## src/tfp_pkg.sv

```systemverilog
// Constants shared by the timer output flip-flop source and protect block
package tfp_pkg;

    // Register indices; the Avalon byte address is four times the index
    localparam logic [31:0] OFS_SRC_SEL_LO   = 32'h0080_0220;
    localparam logic [31:0] OFS_SRC_SEL_HI   = 32'h0080_0223;
    localparam logic [31:0] OFS_WR_LOCK_LO   = 32'h0080_0224;
    localparam logic [31:0] OFS_OUT_DATA     = 32'h0080_0226;
    localparam int          ADDR_W           = 12;
    localparam logic [11:0] IDX_SRC_SEL_LO   = OFS_SRC_SEL_LO[11:0];
    localparam logic [11:0] IDX_SRC_SEL_HI   = OFS_SRC_SEL_HI[11:0];
    localparam logic [11:0] IDX_WR_LOCK_LO   = OFS_WR_LOCK_LO[11:0];
    localparam logic [11:0] IDX_OUT_DATA     = OFS_OUT_DATA[11:0];

    // Values after reset
    localparam logic [15:0] RST_SRC_SEL_LO   = 16'h0000;
    localparam logic [7:0]  RST_SRC_SEL_HI   = 8'h00;
    localparam logic [15:0] RST_WR_LOCK_LO   = 16'h0000;
    localparam logic        RST_FF_OUT       = 1'b0;

    // Writable bits of the low select register (top three bits unused)
    localparam logic [15:0] SRC_SEL_LO_WMASK = 16'h1fff;

    // Field positions, counted from the halfword LSB (document bit 15)
    localparam int POS_SEL_FIFTEEN   = 12;
    localparam int POS_SEL_FOURTEEN  = 11;
    localparam int POS_SEL_THIRTEEN  = 10;
    localparam int POS_SEL_TWELVE    = 9;
    localparam int POS_SEL_ELEVEN    = 8;
    localparam int POS_SEL_TEN       = 6;
    localparam int POS_SEL_NINE      = 4;
    localparam int POS_SEL_EIGHT     = 2;
    localparam int POS_SEL_SEVEN     = 1;
    localparam int POS_SEL_SIX       = 0;
    localparam int POS_SEL_NINETEEN  = 6;
    localparam int POS_SEL_EIGHTEEN  = 4;
    localparam int POS_SEL_SEVENTEEN = 2;
    localparam int POS_SEL_SIXTEEN   = 0;

    // Block dimensions
    localparam int NUM_FF   = 20;
    localparam int NUM_LOCK = 16;
    localparam int EVT_W    = 4;

endpackage : tfp_pkg

```

## src/tfp_ff_cell.sv

```systemverilog
// One timer output flip-flop: software force or toggle on its source event
`timescale 1ns/1ns
module tfp_ff_cell
    import tfp_pkg::*;
(
    input  wire logic clk,
    input  wire logic nrst,
    input  wire logic src_evt,
    input  wire logic wr_en,
    input  wire logic wr_val,
    output logic      q
);

    // A software force takes priority over a coinciding source event
    always_ff @(posedge clk or negedge nrst) begin
        if (!nrst) begin
            q <= RST_FF_OUT;
        end else if (wr_en) begin
            q <= wr_val;
        end else if (src_evt) begin
            q <= ~q;
        end
    end

endmodule : tfp_ff_cell

```

## src/tfp_ff_ctrl.sv

```systemverilog
// Timer output flip-flop source select, write protect and data register
//
// Functional notes
// - Flip-flops 15..11 take timer channels 4..0 on a 0 selector and bus 0,0,3,2,1 on a 1.
// - Flip-flops 10 and 9 take their channel on 0x, event bus 0 on 10 and bus 1 on 11.
// - Flip-flop 8 takes its channel on 00, then bus 0, 1 and 2 on codes 01, 10 and 11.
// - Flip-flop 7 takes bus 0 on a 1 and flip-flop 6 bus 1 on a 1, else their channel.
// - Flip-flops 19..17 take channels 8..6 on 0x, event bus 0 on 10 and bus 1 on 11.
// - Flip-flop 16 takes channel 5 on 00, then bus 0, 1 and 3 on codes 01, 10 and 11.
// - A flip-flop is driven only by event bus lines or its own timer channel output.
// - Each lock bit guards one flip-flop; 1 blocks software writes, 0 allows them.
// - A blocked write to the data register does not change that flip-flop; a coinciding source event still toggles it.
// - After reset the lock and low select registers read zero and all writes pass.
// - The three top unused bits of the low select register always read as zero.
// - A permitted data write forces the output; otherwise it follows its source.
//
// Design decision made here: register access over Avalon-MM.
`timescale 1ns/1ns
module tfp_ff_ctrl
    import tfp_pkg::*;
#(
    parameter int N_FF = 20
)
(
    input  wire logic                      clk,
    input  wire logic                      nrst,
    input  wire logic [tfp_pkg::ADDR_W-1:0] avs_address,
    input  wire logic                      avs_read,
    input  wire logic                      avs_write,
    input  wire logic [31:0]               avs_writedata,
    input  wire logic [3:0]                avs_byteenable,
    output logic      [31:0]               avs_readdata,
    output logic                           avs_waitrequest,
    input  wire logic [N_FF-1:0]           ch_evt,
    input  wire logic [tfp_pkg::EVT_W-1:0] evt_bus,
    output logic      [N_FF-1:0]           ff_out
);
    import tfp_pkg::*;

    logic [15:0]     ff_source_select_lo;
    logic [7:0]      ff_source_select_hi;
    logic [15:0]     ff_write_protect_lo;
    logic [N_FF-1:0] sel_evt;
    logic [N_FF-1:0] wr_en;
    logic [15:0]     wmask16;
    logic [15:0]     next_rdata;
    logic            bus_req;
    logic            bus_acc;
    logic            wr_acc;
    logic            wr_data;
    logic            after_rst;

    // A request completes at the edge where waitrequest is seen low
    assign bus_req = avs_read | avs_write;
    assign bus_acc = bus_req & ~avs_waitrequest;
    assign wr_acc  = avs_write & ~avs_waitrequest;
    assign wr_data = wr_acc & (avs_address == IDX_OUT_DATA);
    assign wmask16 = {{8{avs_byteenable[1]}}, {8{avs_byteenable[0]}}};

    // Picks the source event of flip-flop n from its selector field
    function automatic logic pick_src(input int n, input logic [15:0] lo,
                                      input logic [7:0] hi, input logic [N_FF-1:0] ch,
                                      input logic [EVT_W-1:0] bus);
        logic [1:0] code;
        logic       res;
        code = 2'b00;
        res  = ch[n];
        unique case (n)
            15: res = lo[POS_SEL_FIFTEEN]   ? bus[0] : ch[n];
            14: res = lo[POS_SEL_FOURTEEN]  ? bus[0] : ch[n];
            13: res = lo[POS_SEL_THIRTEEN]  ? bus[3] : ch[n];
            12: res = lo[POS_SEL_TWELVE]    ? bus[2] : ch[n];
            11: res = lo[POS_SEL_ELEVEN]    ? bus[1] : ch[n];
            10, 9: begin
                code = (n == 10) ? lo[POS_SEL_TEN+:2] : lo[POS_SEL_NINE+:2];
                res  = code[1] ? bus[code[0]] : ch[n];
            end
            8: begin
                code = lo[POS_SEL_EIGHT+:2];
                res  = (code == 2'h0) ? ch[n] : bus[code - 2'h1];
            end
            7: res = lo[POS_SEL_SEVEN] ? bus[0] : ch[n];
            6: res = lo[POS_SEL_SIX]   ? bus[1] : ch[n];
            19, 18, 17: begin
                code = (n == 19) ? hi[POS_SEL_NINETEEN+:2] :
                       (n == 18) ? hi[POS_SEL_EIGHTEEN+:2] : hi[POS_SEL_SEVENTEEN+:2];
                res  = code[1] ? bus[code[0]] : ch[n];
            end
            16: begin
                code = hi[POS_SEL_SIXTEEN+:2];
                res  = (code == 2'h0) ? ch[n] :
                       (code == 2'h3) ? bus[3] : bus[code[1]];
            end
            default: res = ch[n];
        endcase
        return res;
    endfunction : pick_src

    // Per flip-flop source mux, write gate and storage cell
    generate
        for (genvar k = 0; k < N_FF; k++) begin : g_ff
            // Only bus lines or the own channel can reach the cell
            assign sel_evt[k] = pick_src(k, ff_source_select_lo,
                                         ff_source_select_hi, ch_evt, evt_bus);
            if (k < NUM_LOCK) begin : g_lockable
                // Lock bit k guards flip-flop k; blocked writes never reach the cell
                assign wr_en[k] = wr_data & wmask16[k] & ~ff_write_protect_lo[k];
            end else begin : g_unlocked
                // No data bit is mapped for these flip-flops in this block
                assign wr_en[k] = 1'b0;
            end
            tfp_ff_cell u_cell (
                .clk     (clk),
                .nrst    (nrst),
                .src_evt (sel_evt[k]),
                .wr_en   (wr_en[k]),
                .wr_val  (avs_writedata[k % 16]),
                .q       (ff_out[k])
            );
        end
    endgenerate

    // Low source select; unused top bits are never stored
    always_ff @(posedge clk or negedge nrst) begin
        if (!nrst) begin
            ff_source_select_lo <= RST_SRC_SEL_LO;
        end else if (wr_acc && avs_address == IDX_SRC_SEL_LO) begin
            ff_source_select_lo <= ((ff_source_select_lo & ~wmask16) |
                                    (avs_writedata[15:0] & wmask16)) & SRC_SEL_LO_WMASK;
        end
    end

    // High source select, byte wide in lane 0
    always_ff @(posedge clk or negedge nrst) begin
        if (!nrst) begin
            ff_source_select_hi <= RST_SRC_SEL_HI;
        end else if (wr_acc && avs_address == IDX_SRC_SEL_HI && avs_byteenable[0]) begin
            ff_source_select_hi <= avs_writedata[7:0];
        end
    end

    // Lock register; a selection change simply re-steers the mux next cycle
    always_ff @(posedge clk or negedge nrst) begin
        if (!nrst) begin
            ff_write_protect_lo <= RST_WR_LOCK_LO;
        end else if (wr_acc && avs_address == IDX_WR_LOCK_LO) begin
            ff_write_protect_lo <= (ff_write_protect_lo & ~wmask16) |
                                   (avs_writedata[15:0] & wmask16);
        end
    end

    // Read mux; unmapped indices read zero
    always_comb begin
        next_rdata = 16'h0000;
        unique case (avs_address)
            IDX_SRC_SEL_LO: next_rdata = ff_source_select_lo;
            IDX_SRC_SEL_HI: next_rdata = {8'h00, ff_source_select_hi};
            IDX_WR_LOCK_LO: next_rdata = ff_write_protect_lo;
            IDX_OUT_DATA:   next_rdata = ff_out[15:0];
            default:        next_rdata = 16'h0000;
        endcase
    end

    // One wait state per access: waitrequest drops for a single cycle
    always_ff @(posedge clk or negedge nrst) begin
        if (!nrst) begin
            avs_waitrequest <= 1'b1;
        end else if (bus_req && avs_waitrequest) begin
            avs_waitrequest <= 1'b0;
        end else begin
            avs_waitrequest <= 1'b1;
        end
    end

    // Read data captured together with the waitrequest drop
    always_ff @(posedge clk or negedge nrst) begin
        if (!nrst) begin
            avs_readdata <= 32'h0000_0000;
        end else if (avs_read && avs_waitrequest) begin
            avs_readdata <= {16'h0000, next_rdata};
        end
    end

    // Marks the first clock after reset release, for checking only
    always_ff @(posedge clk or negedge nrst) begin
        if (!nrst) begin
            after_rst <= 1'b1;
        end else begin
            after_rst <= 1'b0;
        end
    end

    // Waitrequest low never lasts more than one cycle
    chk_wait_single: assert property (@(posedge clk) disable iff (!nrst)
        !avs_waitrequest |=> avs_waitrequest)
        else $error("waitrequest low for more than one cycle");

    // A pending request is answered on the next cycle
    chk_answer_bound: assert property (@(posedge clk) disable iff (!nrst)
        (bus_req && avs_waitrequest) |=> !avs_waitrequest)
        else $error("request not answered in one cycle");

    // Registers come up cleared after reset
    chk_reset_values: assert property (@(posedge clk) disable iff (!nrst)
        after_rst |-> (ff_write_protect_lo == 16'h0000 && ff_source_select_lo == 16'h0000
                       && ff_out == '0))
        else $error("registers not cleared after reset");

    // Unused select bits stay zero in the readback
    chk_unused_zero: assert property (@(posedge clk) disable iff (!nrst)
        (avs_read && avs_waitrequest && avs_address == IDX_SRC_SEL_LO)
        |=> avs_readdata[15:13] == 3'b000)
        else $error("unused select bits read nonzero");

    // Locked flip-flops hold through a data write unless their source acts
    chk_lock_holds: assert property (@(posedge clk) disable iff (!nrst)
        wr_data |=> (((ff_out[15:0] ^ $past(ff_out[15:0])) & $past(ff_write_protect_lo)
                      & ~$past(sel_evt[15:0])) == 16'h0000))
        else $error("locked flip-flop changed on data write");

    // Unlocked written bits take the written value
    chk_write_forces: assert property (@(posedge clk) disable iff (!nrst)
        wr_data |=> (((ff_out[15:0] ^ $past(avs_writedata[15:0])) & $past(wmask16)
                      & ~$past(ff_write_protect_lo)) == 16'h0000))
        else $error("permitted data write did not force output");

    // Without a write, only selected events toggle the outputs
    chk_event_toggle: assert property (@(posedge clk) disable iff (!nrst)
        !wr_data |=> (ff_out ^ $past(ff_out)) == $past(sel_evt))
        else $error("output change does not match selected source");

    // Flip-flop 13 on bus line 3 when its selector is set
    chk_sel_thirteen: assert property (@(posedge clk) disable iff (!nrst)
        sel_evt[13] == (ff_source_select_lo[POS_SEL_THIRTEEN] ? evt_bus[3] : ch_evt[13]))
        else $error("wrong source for flip-flop 13");

    // Flip-flop 10 code 11 picks bus line 1
    chk_sel_ten: assert property (@(posedge clk) disable iff (!nrst)
        (ff_source_select_lo[7:6] == 2'b11) |-> sel_evt[10] == evt_bus[1])
        else $error("wrong source for flip-flop 10");

    // Flip-flop 8 code 11 picks bus line 2
    chk_sel_eight: assert property (@(posedge clk) disable iff (!nrst)
        (ff_source_select_lo[3:2] == 2'b11) |-> sel_evt[8] == evt_bus[2])
        else $error("wrong source for flip-flop 8");

    // Flip-flop 6 on bus line 1 when set
    chk_sel_six: assert property (@(posedge clk) disable iff (!nrst)
        ff_source_select_lo[0] |-> sel_evt[6] == evt_bus[1])
        else $error("wrong source for flip-flop 6");

    // Flip-flop 19 code 10 picks bus line 0
    chk_sel_nineteen: assert property (@(posedge clk) disable iff (!nrst)
        (ff_source_select_hi[7:6] == 2'b10) |-> sel_evt[19] == evt_bus[0])
        else $error("wrong source for flip-flop 19");

    // Flip-flop 16 code 11 picks bus line 3
    chk_sel_sixteen: assert property (@(posedge clk) disable iff (!nrst)
        (ff_source_select_hi[1:0] == 2'b11) |-> sel_evt[16] == evt_bus[3])
        else $error("wrong source for flip-flop 16");

endmodule : tfp_ff_ctrl

```

## config.mk

```make
export PLATFORM = sky130hd
export DESIGN_NAME = tfp_ff_ctrl
export DESIGN_NICKNAME = d
export VERILOG_FILES = /design/src/tfp_pkg.sv /design/src/tfp_ff_cell.sv /design/src/tfp_ff_ctrl.sv
export SDC_FILE = /design/constraint.sdc
export NUM_CORES = 1
export LEC_CHECK = 0
export ABC_AREA = 1
export BUFFER_PORTS_ARGS = -buffer_cell sky130_fd_sc_hd__buf_2
export CAP_MARGIN = 30
export CORE_MARGIN = 3
export CORE_UTILIZATION = 57
export DETAILED_ROUTE_END_ITERATION = 10
export PLACE_DENSITY_LB_ADDON = 0.25
export REMOVE_ABC_BUFFERS = 1
export SYNTH_ARGS = -nofsm -noshare
export SYNTH_HDL_FRONTEND = slang
export SYNTH_SLANG_ARGS = --single-unit
```

## constraint.sdc

```tcl
create_clock -name clk -period 3.74 [get_ports clk]
set_input_delay 0.748 -clock clk [delete_from_list [all_inputs] [get_ports clk]]
set_output_delay 0.748 -clock clk [all_outputs]
set_load 0.1 [all_outputs]
```

==> impl_metrics.csv, run 1 <==
group,metric,value,unit
synthesis,post_synth_most_frequent_cells,"161 x nand2_1, 97 x inv_1, 73 x dfrtp_1, 72 x nand3_1, 43 x o21ai_0",
die,fp.dieH,94.8,um
critical_path,cp.arrival,1.32,ns
die,dieArea,8990,um2
synthesis,yosysMostFrequentCell,"nand2_1",
clock_network,clkLatencyLatePin,0.35,ns
timing,fin_tns_setup,0,ns
clock_network,cts_root_buffer,"clkbuf_8",
synthesis,postSynthCellCount,596,
clock_network,post_cts_resized,0,
critical_path,cp_slowest_cell,"dfstp_2",
timing,drv_slew,0,
placed_design,post-place-ws,1.33,ns
placed_design,placed_area,4800,um2
clock_network,clockBufferDepth,2,
die,core,7450,um2
critical_path,cp_cell_sequence,"buf_2",
global_route,grtUsageTotal,24.8,%
route,drcViolationCount,0,
synthesis,synth_area,4500,um2
critical_path,cp-start-kind,"flip-flop",
critical_path,required,2.99,ns
pwr,powerDensity,562,nW/um2
critical_path,cp_slowest_stage_delay,0.55,ns
timing,fmax,0.483,GHz
synthesis,ys_types,30,
final_layout,drive_gt1_share,21.0,%
clock_network,post_cts_buffers,0,
route,wl,10600,um
die,initial_core_util,60.4,%
die,die_w,94.8,um
final_layout,num-nets-final,745,
synthesis,synth-edff-count,0,
pwr,p_leak,2.78,nW
placed_design,dpl.cell_count,756,
outcome,outcome,"finished clean",
synthesis,synth_ff_type,"dfrtp_1",
final_layout,nFillCells,675,
global_route,grt_pass1_vias,3682,
final_layout,final_cells,772,
synthesis,synth_top_cell_by_area,"dfrtp_1",
synthesis,async_flop_share,100,%
synthesis,ys_warn_count,0,
die,boundaryPins,129,
synthesis,synth_seq_cells,74,
critical_path,worst-path-buf-inv,1,
final_layout,area_growth,10.3,%
clock_network,numCtsBuffers,9,
synthesis,synth_area_leaders,"dfrtp_1 41%, nand2_1 13%, inv_1 8.1%",
timing,setup_viol,0,
final_layout,antennaDiodeCount,0,
global_route,antenna_found_initial,0,
run,max-cap-violations,0,
global_route,grt.overflow.total,0,
synthesis,syn_area_per_cell,7.54,um2
global_route,grt_pass1_wl,17300,um
clock_network,cts_tree,"built",
final_layout,design_area,4960,um2
placed_design,gp_congestion,0.820,
hold_path,hp-class,"in -> async",
route,ant_nets,0,
route,first_iter_violations,243,
global_route,grt_max_degree,32,
synthesis,synth_top_area_share,40.6,%
timing,hold_violations,0,
placed_design,port_buffers,94,
critical_path,end_kind,"output port",
timing,skew,0.00894,ns
timing,timing.final.crit_share,55.3,%
critical_path,path_class,"reg -> out",
placed_design,dpl.hpwl,7470,um
route,drt-pass1-iter-count,5,
synthesis,ys_seq_area_share,41.2,%
clock_network,path_clk_slew,0.08,ns
critical_path,cp_top_family,"flip-flops",
timing,min_period,2.07,ns
clock_network,cts_max_level,3,
critical_path,cp_max_fo,4,
route,vias,3944,
route,wire_per_inst,13.7,um
timing,max_slew_margin,47.0,%
timing,timing.final.ws_setup,1.67,ns
clock_network,hold_buffers,0,
timing,rsz0062_at_grt,"no",
timing,tightest_slew,0.794,ns
die,rows,31,
pwr,peakVddDrop,0.423,mV
route,routed_via_density,5.11,
clock_network,cts_num_sinks,74,
## cells by family after synthesis
| logic type | share of synthesized area (%) |
|---|---|
| buf+inv | 17.2 |
| xor+xnor | 3.31 |
| compound gates | 8.18 |
| fa+ha+maj | 0.278 |
| simple gates | 29.7 |
| other cells | 0.0834 |
| flops | 41.2 |
## metal layers
metal  wire length (um)  track usage (%)  share of wire (%)  vias to the layer above
met5                  0                0                  0                        -
met4                168             6.25                1.6                        0
met3                909             5.18                8.6                       12
met2               4990             42.3                 47                      170
met1               4520             32.0                 43                     1806
li1                   -                -                  -                     1956
## stage by stage
step           total power [mW]  utilization [%]  hold WS (ns)
2_1_floorplan              2.04                -         0.452
3_3_place_gp               2.25             64.3         0.457
3_5_place_dp               2.27             64.4         0.461
4_1_cts                    2.80             66.6         0.407
5_1_grt                    2.91             66.6         0.417
6_report                   2.79             66.6         0.399
## report_power, final
group          switching, mW  internal (mW)  leakage [nW]
clock                  0.292          0.239        0.0831
sequential            0.0880          0.903         0.902
combinational           1.05          0.210          1.79
## cell usage in the layout, fill, tap and decap left out, types with 2 or more instances in the layout
cell / n
a21oi_1: 2
buf_4: 5
clkbuf_1: 2
buf_2: 94
clkinv_2: 3
xor2_1: 7
nor2_4: 6
inv_1: 97
nand4_4: 5
dfrtp_1: 73
o21ai_1: 21
nand2_2: 2
o211ai_1: 5
nor2_1: 12
inv_2: 6
clkbuf_8: 9
nand2_1: 161
nor2_2: 3
nand3_1: 72
conb_1: 16
nand2_4: 2
nand4_1: 9
xnor2_1: 10
o21ai_0: 43
## worst paths after layout
path | start | cells after the start | slack (ns) | endpoint
hold / removal | nrst | 1 | 0.40 | g_ff[11].u_cell.q
setup reg to reg | avs_waitrequest | 5 | 2.08 | avs_readdata[4]
min in group clk | g_ff[17].u_cell.q | 1 | 0.47 | g_ff[17].u_cell.q
setup / recovery | avs_waitrequest | 1 | 1.67 | avs_waitrequest
hold reg to reg | g_ff[17].u_cell.q | 1 | 0.47 | g_ff[17].u_cell.q
max in group asynchronous | nrst | 2 | 2.52 | avs_readdata[0]
## final cells by class
class,count,area [um2],share of cell area (%)
tap,99,124,2.50
inverter,103,387,7.79
timing repair buffer,99,508,10.2
clock inverter,5,31.3,0.631
multi-input combinational,381,1930,38.8
clock buffer,11,131,2.65
sequential,74,1850,37.4
Note: power is estimated with default switching activity, not from simulation.
==> run 2: changes to the inputs <==
- ABC_AREA: 1 -> 0
- CORE_UTILIZATION: 57 -> 51
- clock period: 3.74 -> 2.14 ns (I/O delays scaled with it)
==> run 2 against run 1 <==
  * Non-clock buffer count up 23
  * Clock skew decreased by 0.0039 ns
  * Sequential share of layout area grew 2.3 points
  * Global-route usage fell by 2.0 points
  * Setup slack worse by 1.5 ns
  * Largest cell class is now flip-flops and latches
  * Worst hold slack got worse by 0.29 ns
==> impl_metrics.csv, run 2 <==
group,metric,value,unit
outcome,outcome,"finished clean",
die,core,7410,um2
synthesis,async_flop_share,100,%
synthesis,synth_area,3980,um2
final_layout,final_cells,532,
final_layout,drive_gt1_share,46.0,%
final_layout,layout_common_cells,"94 x buf_2, 73 x dfrtp_1, 50 x mux2_2",
clock_network,post_cts_buffers,0,
synthesis,post_synth_most_frequent_cells,"73 x dfrtp_1, 50 x mux2_2, 37 x buf_4, 24 x mux2i_1, 18 x nor3_1",
critical_path,required,2.37,ns
placed_design,gp_congestion,0.823,
critical_path,path_class,"reg -> reg",
die,initial_core_util,53.8,%
pwr,clockPowerShare,19.7,%
global_route,grt_pass1_wl,15100,um
clock_network,cts_num_sinks,74,
critical_path,rr_worst_depth,5,
clock_network,cts_max_level,3,
synthesis,ys_seq_area_share,46.5,%
die,die_w,94.4,um
clock_network,cts_root_buffer,"clkbuf_8",
pwr,p_int,2.62,mW
timing,skew,0.00508,ns
die,fp.dieH,94.4,um
timing,min_period,1.92,ns
critical_path,cp-start-kind,"flip-flop",
critical_path,cp_slowest_cell,"dfstp_2",
run,max-cap-violations,0,
pwr,peakVddDrop,0.702,mV
synthesis,postSynthCellCount,331,
critical_path,cp_max_fo,8,
clock_network,post_cts_resized,0,
placed_design,port_buffers,94,
timing,drv_slew,0,
synthesis,ys_types,37,
route,wire_per_inst,17.8,um
synthesis,synth_ff_type,"dfrtp_1",
clock_network,cts_tree,"built",
synthesis,synth_top_area_share,45.9,%
global_route,grt_pass1_vias,2859,
synthesis,yosysMostFrequentCell,"dfrtp_1",
timing,rsz0062_at_grt,"no",
route,first_iter_violations,141,
route,routed_via_density,5.45,
route,wl_met2,4340,um
die,boundaryPins,129,
synthesis,synth-edff-count,0,
route,wl_met1,4190,um
clock_network,numCtsBuffers,9,
pwr,power,5.22,mW
critical_path,cp.arrival,2.15,ns
pwr,powerDensity,1120,nW/um2
die,rows,31,
final_layout,area_growth,17.4,%
placed_design,dpl.cell_count,516,
route,vias,2901,
synthesis,synth_top_cell_by_area,"dfrtp_1",
final_layout,num-nets-final,505,
critical_path,cp_top_family,"simple AND/OR/NAND/NOR gates",
route,drt-pass1-iter-count,4,
clock_network,clockBufferDepth,2,
critical_path,crit_start,"avs_waitrequest",
global_route,grt.overflow.total,0,
global_route,antenna_found_initial,0,
timing,timing.final.crit_share,89.7,%
placed_design,dpl.hpwl,7010,um
critical_path,cp_cell_sequence,"nand3b_1 > or2_2 > or3_1 > buf_4 > mux2_2",
critical_path,r2r_start,"avs_waitrequest",
timing,hold_violations,0,
timing,setup_viol,0,
critical_path,cp_slowest_stage_delay,0.39,ns
route,highest_layer,"met4",
final_layout,antennaDiodeCount,0,
synthesis,synth_area_leaders,"dfrtp_1 46%, mux2_2 14%, buf_4 7.0%",
synthesis,syn_area_per_cell,12.0,um2
synthesis,ys_warn_count,0,
pwr,sw_frac_of_total,49.7,%
global_route,grtUsageTotal,22.7,%
route,met3WireLength,784,um
hold_path,hp-class,"in -> async",
final_layout,mostFrequentLayoutCell,"buf_2",
clock_network,hold_buffers,0,
critical_path,worst-path-buf-inv,1,
critical_path,end_kind,"flip-flop",
pwr,pwr-share-comb,46.1,%
pwr,seqPwrFrac,34.2,%
pwr,switchingPower,2.60,mW
route,wl,9470,um
clock_network,path_clk_slew,0.07,ns
timing,fmax,0.521,GHz
pwr,p_leak,2.29,nW
synthesis,synth_seq_cells,74,
route,ant_nets,0,
route,drcViolationCount,0,
clock_network,clkLatencyLatePin,0.35,ns
die,dieArea,8910,um2
global_route,grt_max_degree,75,
critical_path,crit_cells,5,
==> run 2: cell count changes in the layout (fill, tap and decap cells not counted), sizes merged, moves of 6 or more <==
cell / before / now
a22o: 0 / 8
nand4: 14 / 2
a22oi: 0 / 13
o21ai: 64 / 9
o22ai: 0 / 8
nand3: 73 / 1
inv: 103 / 2
xor2: 7 / 13
nor2: 22 / 9
mux2: 0 / 58
nor3: 0 / 18
nand2: 165 / 9
mux2i: 0 / 24
buf: 99 / 122
==> run 2: routing by layer <==
layer / vias to the layer above / GRT usage [%]
met5: - / 0
li1: 1336 / -
met4: 0 / 9.03
met2: 138 / 34.4
met1: 1415 / 32.4
met3: 12 / 4.30
==> run 2: final timing paths <==
kind                                endpoint  slack, ns
setup / recovery                   flip-flop       0.22
hold / removal              avs_readdata[14]       0.11
setup reg to reg                   flip-flop       0.22
hold reg to reg            g_ff[16].u_cell.q       0.46
max in group asynchronous    avs_waitrequest       1.71
min in group clk             avs_waitrequest       0.27
==> run 2: power by group through the flow <==
stage	logic, mW	registers, mW	clock network, mW
after floorplan	0.522	3.22	0
after global placement	2.39	1.80	0
after detailed placement	2.41	1.81	0
after CTS	2.42	1.78	1.05
after global routing	2.50	1.81	1.12
final	2.41	1.78	1.03
==> run 2: area by class of cell <==
type                    instances  area (um2)
clock buffers                  13         139
well taps                      99         124
fillers                       624        2730
repair buffers                122         693
flip-flops and latches         74        1850
clock inverters                 3        40.0
multi-input cells             219        1820
inverters                       2        7.51
==> run 2: cells by family (layout without fill, tap and decap cells) <==
| family | after synthesis | count (layout) | share of synthesized area [%] |
|---|---|---|---|
| buffers and inverters | 53 | 140 | 9.17 |
| XOR/XNOR | 21 | 21 | 4.62 |
| AND/OR/NAND/NOR | 54 | 54 | 7.76 |
| other | 1 | 16 | 0.0941 |
| multiplexers | 84 | 84 | 24.3 |
| flip-flops | 74 | 74 | 46.5 |
| AO/OA/AOI/OAI | 43 | 43 | 7.22 |
| adder cells (fa/ha/maj) | 1 | 1 | 0.314 |
==> run 2: through the flow <==
step / worst slack (ns) / utilization [%] / hold slack (ns) / setup TNS, ns / instance area [um2]
floorplan: 0.0137 / - / 0.132 / 0 / 3680
global placement: -0.0216 / 60.7 / 0.453 / -0.157 / 4500
detailed placement: -0.0328 / 60.7 / 0.456 / -0.233 / 4500
CTS: 0.241 / 63.1 / 0.113 / 0 / 4680
global route: 0.171 / 63.1 / 0.120 / 0 / 4680
finish: 0.220 / 63.1 / 0.106 / 0 / 4680
==> run 2: worst reg2reg max path, delay by kind of cell, from the launching register on <==
family,cells,cell delay [ns]
flip-flops,1,0.39
multiplexers,1,0.28
AND/OR/NAND/NOR,3,0.95
buffers and inverters,1,0.18
